<file path="config.mk">
export PLATFORM = sky130hd
export DESIGN_NAME = fwp_host
export DESIGN_NICKNAME = d
export VERILOG_FILES = /design/src/core/fwp_sync.v /design/src/core/fwp_host.v
export VERILOG_INCLUDE_DIRS = /design/src /design/src/core
export SDC_FILE = /design/constraint.sdc
export NUM_CORES = 1
export LEC_CHECK = 0
export ABC_AREA = 1
export BUFFER_PORTS_ARGS = -buffer_cell sky130_fd_sc_hd__buf_4
export CORE_ASPECT_RATIO = 1.75
export CORE_UTILIZATION = 45
export DETAILED_ROUTE_END_ITERATION = 8
export PLACE_DENSITY_LB_ADDON = 0.08
export SLEW_MARGIN = 25
export SYNTH_ARGS = -nofsm -noshare
export SYNTH_HDL_FRONTEND = slang
export SYNTH_SLANG_ARGS = --single-unit
</file>
<file path="constraint.sdc">
create_clock -name REF_CLK_IN -period 2.36 [get_ports REF_CLK_IN]
set_input_delay 0.472 -clock REF_CLK_IN [delete_from_list [all_inputs] [get_ports REF_CLK_IN]]
set_output_delay 0.472 -clock REF_CLK_IN [all_outputs]
set_load 0.02 [all_outputs]
</file>
<file path="src/core/fwp_map.vh">
// Constants for the flash protection host controller
`ifndef FWP_MAP_VH
`define FWP_MAP_VH
// Timing figures in ns at a 4 ns clock
`define FWP_CLK_PERIOD_NS   4
`define FWP_GLITCH_NS       5
`define FWP_SETUP_NS        40
`define FWP_PULSE_NS        100
`define FWP_READ_NS         100
// Command codes
`define FWP_CMD_W           3
`define FWP_CMD_NOP         3'h0
`define FWP_CMD_WRITE       3'h1
`define FWP_CMD_READ        3'h2
`define FWP_CMD_PROTECT     3'h3
`define FWP_CMD_VERIFY      3'h4
`define FWP_CMD_UNPROTECT   3'h5
`define FWP_CMD_TEMP_ON     3'h6
`define FWP_CMD_TEMP_OFF    3'h7
// Address bit positions
`define FWP_ABIT0           0
`define FWP_ABIT1           1
`define FWP_ABIT6           6
`define FWP_ABIT9           9
// Data bit carrying the protect flag
`define FWP_PROT_BIT        0
`endif

</file>
<file path="src/core/fwp_sync.v">
// Two-flop synchroniser for pins entering the clock domain
`timescale 1ns/10ps
module fwp_sync #(
  parameter W = 8
) (
  input  wire         REF_CLK_IN,
  input  wire         SRST_IN,
  input  wire [W-1:0] d_in,
  output wire [W-1:0] q_out
);
  reg [W-1:0] s1_r;
  reg [W-1:0] s2_r;
  always @(posedge REF_CLK_IN) begin
    if (SRST_IN) begin
      s1_r <= {W{1'b0}};
      s2_r <= {W{1'b0}};
    end else begin
      s1_r <= d_in;
      s2_r <= s1_r;
    end
  end
  assign q_out = s2_r;
endmodule // fwp_sync

</file>
<file path="src/core/fwp_host.v">
// Host controller driving a flash through its pins for writes and sector protection
//
// Function
// - The host starts a write by driving chip and write strobe low with output enable high.
// - While reset is held at the high-voltage level all sectors behave as unprotected.
// - Protecting a sector needs high voltage on address bit 9 and output enable over a write pulse.
// - Verify needs high voltage on bit 9, chip and output enable low, bit 1 high, bits 0 and 6 low.
// - Chip unprotect needs high voltage on output enable and bit 9, chip low, bit 6 high, a pulse.
// - The host should protect all sectors before starting chip unprotect; the code only needs one completed protect command.
`timescale 1ns/10ps
`include "fwp_map.vh"
module fwp_host #(
  parameter AW = 20,
  parameter DW = 8
) (
  input  wire                  REF_CLK_IN,
  input  wire                  SRST_IN,
  input  wire                  CMD_VALID_IN,
  input  wire [`FWP_CMD_W-1:0] CMD_CODE_IN,
  input  wire [AW-1:0]         CMD_ADDR_IN,
  input  wire [DW-1:0]         CMD_DATA_IN,
  output wire                  CMD_READY_OUT,
  output reg                   RSP_VALID_OUT,
  output reg  [DW-1:0]         RSP_DATA_OUT,
  output reg                   RSP_PROT_OUT,
  output reg                   TEMP_UNPROT_OUT,
  output reg                   CMD_REFUSED_OUT,
  output reg                   FL_CE_N_OUT,
  output reg                   FL_OE_N_OUT,
  output reg                   FL_WE_N_OUT,
  output reg  [AW-1:0]         FL_ADDR_OUT,
  output reg  [DW-1:0]         FL_DQ_OUT,
  output reg                   FL_DQ_OE_N_OUT,
  input  wire [DW-1:0]         FL_DQ_IN,
  output reg                   FL_HV_RESET_OUT,
  output reg                   FL_HV_OE_OUT,
  output reg                   FL_HV_A9_OUT
);
  // ****************************************
  // Timing counts
  // ****************************************
  localparam CW = 8;
  localparam integer  CP_NS      = `FWP_CLK_PERIOD_NS;
  localparam integer  GLITCH_I   = (`FWP_GLITCH_NS + CP_NS - 1) / CP_NS;
  localparam integer  SETUP_I    = (`FWP_SETUP_NS + CP_NS - 1) / CP_NS;
  localparam integer  PULSE_I    = (`FWP_PULSE_NS + CP_NS - 1) / CP_NS;
  localparam integer  READ_I     = (`FWP_READ_NS + CP_NS - 1) / CP_NS;
  localparam [CW-1:0] GLITCH_CYC = GLITCH_I[CW-1:0];
  localparam [CW-1:0] SETUP_CYC  = SETUP_I[CW-1:0];
  localparam [CW-1:0] PULSE_RAW  = PULSE_I[CW-1:0];
  localparam [CW-1:0] PULSE_CYC  = (PULSE_RAW > GLITCH_CYC) ? PULSE_RAW : GLITCH_CYC + 8'h01;
  localparam [CW-1:0] READ_CYC   = READ_I[CW-1:0];

  localparam [2:0] ST_IDLE  = 3'h0;
  localparam [2:0] ST_SETUP = 3'h1;
  localparam [2:0] ST_PULSE = 3'h2;
  localparam [2:0] ST_READ  = 3'h3;
  localparam [2:0] ST_HOLD  = 3'h4;

  reg [2:0]            state_r;
  reg [2:0]            state_nxt;
  reg [CW-1:0]         cnt_r;
  reg [`FWP_CMD_W-1:0] op_r;
  reg                  all_prot_r;
  wire [DW-1:0]        dq_sync;

  fwp_sync #(.W(DW)) u_sync (
    .REF_CLK_IN (REF_CLK_IN),
    .SRST_IN    (SRST_IN),
    .d_in       (FL_DQ_IN),
    .q_out      (dq_sync)
  );

  // Forces address bits for the special pin modes
  function [AW-1:0] mode_addr;
    input [`FWP_CMD_W-1:0] op;
    input [AW-1:0]         a;
    reg   [AW-1:0]         r;
    begin
      r = a;
      if (op == `FWP_CMD_VERIFY) begin
        r[`FWP_ABIT1] = 1'b1;
        r[`FWP_ABIT0] = 1'b0;
        r[`FWP_ABIT6] = 1'b0;
      end else if (op == `FWP_CMD_UNPROTECT) begin
        r[`FWP_ABIT6] = 1'b1;
      end
      mode_addr = r;
    end
  endfunction

  // Unprotect only after a protect command has completed since reset or the last unprotect
  wire unprot_refused = (CMD_CODE_IN == `FWP_CMD_UNPROTECT) && !all_prot_r;
  assign CMD_READY_OUT = (state_r == ST_IDLE) && !SRST_IN;
  wire take = CMD_VALID_IN && CMD_READY_OUT && (CMD_CODE_IN != `FWP_CMD_NOP);

  // ****************************************
  // Sequencer
  // ****************************************
  always @* begin
    state_nxt = state_r;
    case (state_r)
      ST_IDLE: begin
        if (take && !unprot_refused &&
            CMD_CODE_IN != `FWP_CMD_TEMP_ON && CMD_CODE_IN != `FWP_CMD_TEMP_OFF) begin
          state_nxt = ST_SETUP;
        end
      end
      ST_SETUP: begin
        if (cnt_r == 8'h00) begin
          if (op_r == `FWP_CMD_READ || op_r == `FWP_CMD_VERIFY) begin
            state_nxt = ST_READ;
          end else begin
            state_nxt = ST_PULSE;
          end
        end
      end
      ST_PULSE: begin
        if (cnt_r == 8'h00) begin
          state_nxt = ST_HOLD;
        end
      end
      ST_READ: begin
        if (cnt_r == 8'h00) begin
          state_nxt = ST_HOLD;
        end
      end
      ST_HOLD: begin
        if (cnt_r == 8'h00) begin
          state_nxt = ST_IDLE;
        end
      end
      default: state_nxt = ST_IDLE;
    endcase
  end

  always @(posedge REF_CLK_IN) begin
    if (SRST_IN) begin
      state_r         <= ST_IDLE;
      cnt_r           <= 8'h00;
      op_r            <= `FWP_CMD_NOP;
      all_prot_r      <= 1'b0;
      RSP_VALID_OUT   <= 1'b0;
      RSP_DATA_OUT    <= {DW{1'b0}};
      RSP_PROT_OUT    <= 1'b0;
      TEMP_UNPROT_OUT <= 1'b0;
      CMD_REFUSED_OUT <= 1'b0;
      FL_CE_N_OUT     <= 1'b1;
      FL_OE_N_OUT     <= 1'b1;
      FL_WE_N_OUT     <= 1'b1;
      FL_ADDR_OUT     <= {AW{1'b0}};
      FL_DQ_OUT       <= {DW{1'b0}};
      FL_DQ_OE_N_OUT  <= 1'b1;
      FL_HV_RESET_OUT <= 1'b0;
      FL_HV_OE_OUT    <= 1'b0;
      FL_HV_A9_OUT    <= 1'b0;
    end else begin
      state_r         <= state_nxt;
      RSP_VALID_OUT   <= 1'b0;
      CMD_REFUSED_OUT <= 1'b0;
      case (state_r)
        ST_IDLE: begin
          if (take) begin
            op_r <= CMD_CODE_IN;
            if (CMD_CODE_IN == `FWP_CMD_TEMP_ON) begin
              FL_HV_RESET_OUT <= 1'b1;
              TEMP_UNPROT_OUT <= 1'b1;
              RSP_VALID_OUT   <= 1'b1;
            end else if (CMD_CODE_IN == `FWP_CMD_TEMP_OFF) begin
              FL_HV_RESET_OUT <= 1'b0;
              TEMP_UNPROT_OUT <= 1'b0;
              RSP_VALID_OUT   <= 1'b1;
            end else if (unprot_refused) begin
              CMD_REFUSED_OUT <= 1'b1;
              RSP_VALID_OUT   <= 1'b1;
            end else begin
              cnt_r       <= SETUP_CYC - 8'h01;
              FL_ADDR_OUT <= mode_addr(CMD_CODE_IN, CMD_ADDR_IN);
              FL_CE_N_OUT <= 1'b0;
              if (CMD_CODE_IN == `FWP_CMD_WRITE) begin
                FL_DQ_OUT      <= CMD_DATA_IN;
                FL_DQ_OE_N_OUT <= 1'b0;
              end
              if (CMD_CODE_IN == `FWP_CMD_PROTECT ||
                  CMD_CODE_IN == `FWP_CMD_UNPROTECT) begin
                FL_HV_A9_OUT <= 1'b1;
                FL_HV_OE_OUT <= 1'b1;
              end
              if (CMD_CODE_IN == `FWP_CMD_VERIFY) begin
                FL_HV_A9_OUT <= 1'b1;
              end
            end
          end
        end
        ST_SETUP: begin
          cnt_r <= cnt_r - 8'h01;
          if (cnt_r == 8'h00) begin
            if (op_r == `FWP_CMD_READ || op_r == `FWP_CMD_VERIFY) begin
              FL_OE_N_OUT <= 1'b0;
              cnt_r       <= READ_CYC - 8'h01;
            end else begin
              // OE stays high so the write is not inhibited
              FL_WE_N_OUT <= 1'b0;
              cnt_r       <= PULSE_CYC - 8'h01;
            end
          end
        end
        ST_PULSE: begin
          cnt_r <= cnt_r - 8'h01;
          if (cnt_r == 8'h00) begin
            FL_WE_N_OUT <= 1'b1;
            cnt_r       <= SETUP_CYC - 8'h01;
          end
        end
        ST_READ: begin
          cnt_r <= cnt_r - 8'h01;
          if (cnt_r == 8'h00) begin
            RSP_DATA_OUT <= dq_sync;
            RSP_PROT_OUT <= dq_sync[`FWP_PROT_BIT];
            FL_OE_N_OUT  <= 1'b1;
            cnt_r        <= SETUP_CYC - 8'h01;
          end
        end
        ST_HOLD: begin
          cnt_r <= cnt_r - 8'h01;
          if (cnt_r == 8'h00) begin
            FL_CE_N_OUT    <= 1'b1;
            FL_DQ_OE_N_OUT <= 1'b1;
            FL_HV_A9_OUT   <= 1'b0;
            FL_HV_OE_OUT   <= 1'b0;
            RSP_VALID_OUT  <= 1'b1;
            if (op_r == `FWP_CMD_PROTECT) begin
              all_prot_r <= 1'b1;
            end
            if (op_r == `FWP_CMD_UNPROTECT) begin
              all_prot_r <= 1'b0;
            end
          end
        end
        default: cnt_r <= 8'h00;
      endcase
    end
  end
endmodule // fwp_host

</file>
Word level (Yosys, flattened, before mapping)

Index checks and enable logic that the tools add are counted.

Multiplexer cells: 57
Reduce and logical (&&, ||, !) cells: 36
Multipliers: 0
Eq/ne operators: 31
Div/mod/pow operators: 0
Shifts and indexed selects: 0
Bitwise operators: 5
$lt $le $gt $ge: 0
Add/sub/neg operators: 1

Operators by type and width:

| kind                                                                    | count |
|---|---|
| 8-bit two-way mux                                                       | 6 |
| 1-bit two-way mux                                                       | 37 |
| 8-bit case mux with 4 select lines                                      | 1 |
| 3-bit equality test, second input constant                              | 7 |
| 7-bit AND reduction                                                     | 3 |
| 2-bit inequality test, second input constant                            | 10 |
| 4-bit AND reduction                                                     | 4 |
| 3-bit by 2-bit equality test with 1-bit output, second input constant   | 5 |
| 1-bit case mux with 2 select lines                                      | 7 |
| 3-bit two-way mux                                                       | 4 |
| 3-bit case mux with 4 select lines                                      | 1 |
| 6-bit AND reduction                                                     | 2 |
| 2-bit nonzero test                                                      | 5 |
| 8-bit zero test                                                         | 1 |
| 2-bit by 1-bit inequality test with 1-bit output, second input constant | 4 |
| 8-bit by 1-bit subtractor with 8-bit output, second input constant      | 1 |
| 1-bit logical AND                                                       | 7 |
| 3-bit by 1-bit equality test with 1-bit output, second input constant   | 2 |
| 3-bit inequality test, second input constant                            | 2 |
| 3-bit AND reduction                                                     | 2 |
| 1-bit NOT                                                               | 5 |
| 5-bit AND reduction                                                     | 1 |
| 5-bit OR reduction                                                      | 1 |
| 2-bit AND reduction                                                     | 2 |
| other kinds (7)                                                         | 10 |

Input bits: 42
Bits in latches: 0
Output and inout port bits: 48
Bits in read-only memories: 0
Word-level logic and storage cells: 149
Register bits after elaboration: 77
Memories: 0
Bits in writable memories: 0

Depth between registers and ports, before layout

Depth after elaboration: 9
Gate-level depth with buffers: 11
Mapped depth without buffers: 11

Hierarchy

From an unflattened synthesis, not the netlist that was laid out.

Cell total of the unflattened synthesis: 397
Area, all modules: 3054.2 um^2

Modules (own cells, without submodules):

| module   | instances | area an instance (um^2) | seq. area each (um^2) | cells each |
|---|---|---|---|---|
| fwp_host | 1         | 2580.0                  | 1201.2                | 347 |
| fwp_sync | 1         | 474.2                   | 320.3                 | 50 |

Least setup slack after synthesis

OpenSTA, ideal clock, no wires.

Path type: input to register
From: input SRST_IN
To: register cnt_r[1]
Arrival: 1468 ps
Data required time: 2245 ps
Stages on the path: 9
Path slack: 777 ps
Setup time: 115 ps
Buffers on the path: 2
Path through: buf_4 -> inv_2 -> nand3_4 -> nor2_4 -> nand2_4 -> nand2_4 -> buf_6 -> nor2_1 -> o21a_1

Longest elaborated chain between the ends: 6

Ends and longest elaborated chain:

| what                                   | line           | RTL |
|---|---|---|
| start: declaration                     | fwp_host.v:17  | `input wire SRST_IN,` |
| 1-bit zero test                        | fwp_host.v:94  | `assign CMD_READY_OUT = (state_r == ST_IDLE) && !SRST_IN;` |
| 1-bit logical AND                      | fwp_host.v:94  |  |
| 1-bit logical AND (2 in series)        | fwp_host.v:95  | `` wire take = CMD_VALID_IN && CMD_READY_OUT && (CMD_CODE_IN != `FWP_CMD_NOP); `` |
| 2-bit inequality test (no source line) | --             |  |
| 4-bit AND reduction (no source line)   | --             |  |
| end signal: assignment                 | fwp_host.v:177 | `cnt_r <= SETUP_CYC - 8'h01;` |
| end signal: assignment                 | fwp_host.v:196 | `cnt_r <= cnt_r - 8'h01;` |
| end signal: assignment                 | fwp_host.v:200 | `cnt_r <= READ_CYC - 8'h01;` |
| end: declaration                       | fwp_host.v:62  | `reg [CW-1:0] cnt_r;` |

Parallel ways exist; a longest one is shown, timed or not.
A chain may end at the register's enable or synchronous reset.

Final worst setup path

From: register state_r[0]
To: register FL_DQ_OUT[5]

Longest elaborated chain between the ends: 5

Ends and longest elaborated chain:

| what                                     | line                          | RTL |
|---|---|---|
| start: declaration                       | fwp_host.v:60                 | `reg [2:0] state_r;` |
| start signal: assignment                 | fwp_host.v:158                | `state_r <= state_nxt;` |
| 3-bit zero test (*)                      | fwp_host.v:94, fwp_host.v:161 |  |
| 1-bit logical AND                        | fwp_host.v:94                 |  |
| 1-bit logical AND (2 in series)          | fwp_host.v:95                 |  |
| 6-bit AND reduction (no source line) (*) | --                            |  |
| end signal: assignment                   | fwp_host.v:152                | `FL_DQ_OUT <= {DW{1'b0}};` |
| end: declaration                         | fwp_host.v:32                 | `output reg [DW-1:0] FL_DQ_OUT,` |

Every way passes the cells marked *; elsewhere a longest branch is shown, timed or not.

==> results.tsv <==
stage	metric	value	unit
run_status	run status	finished clean	
yosys	largest family of logic cells by synthesized area	simple AND/OR/NAND/NOR gates	
power	PwrDens	1040	nW/µm²
placed_design	quantity of I/O buffers inserted on ports	89	
setup_path	required time at the worst-slack endpoint	2580	ps
layout	Antenna Cells	0	
layout	fill cell instance count of the final layout	608	
sta	worst slew margin relative to its limit	63.6	%
routing	routed vias	2714	
sta	worst clock skew	5.81	ps
job	max-cap violation count	0	
cts	hold buffer count at CTS	0	
yosys	Syn Inst Count	401	
placed_design	half-perimeter wire length of the detailed placement result	4800	µm
floorplanning	floorplan row count	39	
layout	proportion of layout cells with a drive suffix above 1	24.3	%
routing	DRC violation count after routing	0	
routing	post-route ant nets	0	
routing	DRT iter0 DRCs	101	
global_routing	total global-route track usage	21.0	%
layout	number of nets in the final layout	531	
floorplanning	Die Area	7000	µm²
sta	maximum clock frequency	508	MHz
routing	average via count per standard cell	4.72	
sta	worst-margin pin slew	545	ps
placed_design	weighted congestion at the end of routability-driven global placement	0.848	
routing	number of detailed-routing iterations run before antenna repair	4	
layout	synth-to-layout area growth	34.1	%
setup_path	biggest fanout along the worst timing path	25	
yosys	adder-cell share of the synthesized area	0.418	%
cts	clock tree from TritonCTS	done	
power	sequential fraction of design power	37.4	%
floorplanning	Core Footprint	6490	µm²
setup_path	R2R Setup Slk	390	ps
setup_path	chain of cells forming the critical path	nor2_4 > nand3_4 > nor2_4 > nand2_4 > inv_2 > nand3_2 > nor2_1 > nor2_1	
global_routing	global-route wire length before repair	11100	µm
yosys	syn nets	444	
yosys	multiplexer fraction of the synthesized cell area	0	%
sta	number of setup violations in the final report	0	
cts	Clock Tree Root	sky130_fd_sc_hd__clkbuf_16	
setup_path	Crit Path Category	reg2reg	
cts	largest buffer count on any clock path	2	
setup_path	kind of launch point of the worst setup path	register	
cts	H-tree Lvls	3	
global_routing	gr ovfl total	0	
cts	Skew-Pair Late Insertion Delay	330	ps
power	combinational power share	27.4	%
setup_path	CP endpoint kind	register	
sta	share of the clock period used by the worst path after layout	83.3	%
cts	Post-CTS Setup Bufs	0	
layout	end-of-flow core utilization	61.9	%
sta	max-slew violation count	0	
floorplanning	height of the chip	110	µm
yosys	Compound-Gate Fraction of Synth Area	12.8	%
routing	Routed wire per std cell	11.6	µm
yosys	Synth Area in Simple Gates	26.1	%
routing	wirelength, routed	6690	µm
setup_path	buffer and inverter count on the worst path	1	
yosys	FF+latch count, synth	76	
power	Power Internal	2830	µW
worst_hold_path	Hold WC Path Type	in2reg	
sta	RSZ-0062 raised after global routing	false	
yosys	area share of xor/xnor cells in the synthesized design	0.292	%
setup_path	Largest stage delay, worst path	370	ps
yosys	number of library cell types mapped by synthesis	28	
power	IR drop worst, VDD	0.000710	V
global_routing	via count of the first global-routing pass	2420	
yosys	fraction of the yosys area taken by sequential cells	50.8	%
global_routing	initial antenna violation count	0	
yosys	Syn Std Cell Area	3000	µm²
power	Clk pwr share	35.2	%
floorplanning	floorplan die width	63.7	µm
cts	clock sink total	76	
power	Switch Pwr	1350	µW
yosys	Mapped Avg Cell Area	7.47	µm²
cts	number of resized instances in the post-cts repair step	0	
setup_path	Max stage delay cell, worst path	sky130_fd_sc_hd__dfxtp_1	
cts	CTS buffer count	9	
floorplanning	effective utilization at floorplan	46.2	%
yosys	number of warning messages in the yosys log	0	
sta	min Tclk post-route	1970	ps
power	Sw Ratio	32.2	%
power	static leakage	0.00188	µW
setup_path	CP top delay family	simple AND/OR/NAND/NOR gates	
floorplanning	Top-Level Pins	90	
setup_path	crit path DAT	2190	ps
sta	final total negative setup slack	0	ps
global_routing	largest net degree at the start of global routing	43	
sta	number of failing hold endpoints at the final stage	0	
cts	clock transition at the registers of the reported paths	60	ps
cell usage in the layout, fill, tap and decap left out, types with 6 or more instances in the layout:
| master | count |
|---|---|
| sky130_fd_sc_hd__nand3_1 | 16 |
| sky130_fd_sc_hd__nor2_1 | 94 |
| sky130_fd_sc_hd__nor3_1 | 6 |
| sky130_fd_sc_hd__a21oi_1 | 25 |
| sky130_fd_sc_hd__nand2_1 | 55 |
| sky130_fd_sc_hd__o21ai_0 | 43 |
| sky130_fd_sc_hd__dfxtp_1 | 76 |
| sky130_fd_sc_hd__inv_1 | 49 |
| sky130_fd_sc_hd__clkbuf_16 | 9 |
| sky130_fd_sc_hd__buf_4 | 91 |
power groups by stage:
stage	combinational [µW]	clock, µW	sequential (µW)
floorplan	771	0	1650
global placement	1140	0	1580
global route	1310	1560	1580
CTS	1160	1490	1560
finish	1140	1470	1560
detailed placement	1150	0	1590
worst register-to-register path, stage by stage, from the launching register on:
cell and delay (ps):
sky130_fd_sc_hd__dfxtp_1 370, sky130_fd_sc_hd__nor2_4 180, sky130_fd_sc_hd__nand3_4 100, sky130_fd_sc_hd__nor2_4 180, sky130_fd_sc_hd__nand2_4 190, sky130_fd_sc_hd__inv_2 360, sky130_fd_sc_hd__nand3_2 260, sky130_fd_sc_hd__nor2_1 150
sky130_fd_sc_hd__nor2_1 60
cell type report:
cell class	instances	area, µm²	share of cell area [%]
clock buffers	10	239	5.95
repair buffers	91	683	17.0
flip-flops and latches	76	1520	37.9
multi-input cells	258	1190	29.6
clock inverters	6	87.6	2.18
inverters	52	195	4.86
well taps	82	103	2.55
state kept, by name (all words and copies together) (netlist names), 3 cells and up:
signal,count
state_r,3
u_sync.s1_r,8
FL_DQ_OUT,8
u_sync.q_out,8
RSP_DATA_OUT,8
cnt_r,8
FL_ADDR_OUT,20
op_r,3
path summary, 6_finish.rpt:
| kind | end | depth (start not counted) | from |
|---|---|---|---|
| worst min register to register | u_sync.q_out[5]$_SDFF_PP0_ | 2 | u_sync.s1_r[5]$_SDFF_PP0_ |
| worst max register to register | FL_DQ_OUT[5]$_SDFFE_PP0P_ | 8 | state_r[0]$_SDFFE_PP0P_ |
| worst min-delay path | u_sync.s1_r[5]$_SDFF_PP0_ | 3 | FL_DQ_IN[5] |
| worst max-delay path | FL_DQ_OUT[5]$_SDFFE_PP0P_ | 8 | state_r[0]$_SDFFE_PP0P_ |
per-stage QoR:
step,power [µW],cell area (µm²),std cells,hold WS (ps),setup slack (ps)
floorplan,2420,3000,401,388,777
global placement,2730,3690,559,389,298
detailed placement,2740,3690,559,393,254
CTS,4210,4020,575,333,382
global route,4450,4020,575,333,190
finish,4180,4020,575,341,393
logic make-up (layout without fill, tap and decap cells):
| logic type | count (synthesis) | after routing |
|---|---|---|
| flops | 76 | 76 |
| buf+inv | 67 | 159 |
| compound gates | 74 | 74 |
| simple gates | 182 | 182 |
| fa+ha+maj | 1 | 1 |
| xor+xnor | 1 | 1 |
cell usage after synthesis:
master	n	area [µm²]
sky130_fd_sc_hd__o21ai_1	1	5.00
sky130_fd_sc_hd__a21oi_2	1	8.76
sky130_fd_sc_hd__nor2_2	1	6.26
sky130_fd_sc_hd__nor2_1	94	353
sky130_fd_sc_hd__nand2_4	2	22.5
sky130_fd_sc_hd__nand3_1	16	80.1
sky130_fd_sc_hd__o21a_1	1	7.51
sky130_fd_sc_hd__ha_1	1	12.5
sky130_fd_sc_hd__a21oi_1	25	125
sky130_fd_sc_hd__nand3_4	1	17.5
sky130_fd_sc_hd__nand3_2	1	10.0
sky130_fd_sc_hd__buf_4	4	30.0
sky130_fd_sc_hd__o21ai_0	43	215
sky130_fd_sc_hd__clkbuf_1	6	22.5
sky130_fd_sc_hd__nand2_1	55	206
sky130_fd_sc_hd__buf_6	2	22.5
sky130_fd_sc_hd__nor2_4	3	33.8
sky130_fd_sc_hd__buf_2	3	15.0
sky130_fd_sc_hd__nor3_2	1	10.0
sky130_fd_sc_hd__dfxtp_1	76	1520
sky130_fd_sc_hd__nor3_1	6	30.0
sky130_fd_sc_hd__inv_1	49	184
sky130_fd_sc_hd__o31ai_1	1	7.51
sky130_fd_sc_hd__and2_1	1	6.26
sky130_fd_sc_hd__xnor2_1	1	8.76
sky130_fd_sc_hd__inv_2	3	11.3
sky130_fd_sc_hd__nand3b_1	1	7.51
sky130_fd_sc_hd__o211ai_1	2	15.0
routing by layer:
| metal | global-route usage [%] | share of wire, % | up-vias |
|---|---|---|---|
| li1 | - | - | 1433 |
| met1 | 21.7 | 40 | 1208 |
| met2 | 36.8 | 52 | 61 |
| met3 | 6.64 | 4.6 | 12 |
| met4 | 12.3 | 3.2 | 0 |
| met5 | 0 | 0 | - |
No activity file was read; power rests on OpenSTA's default activity.
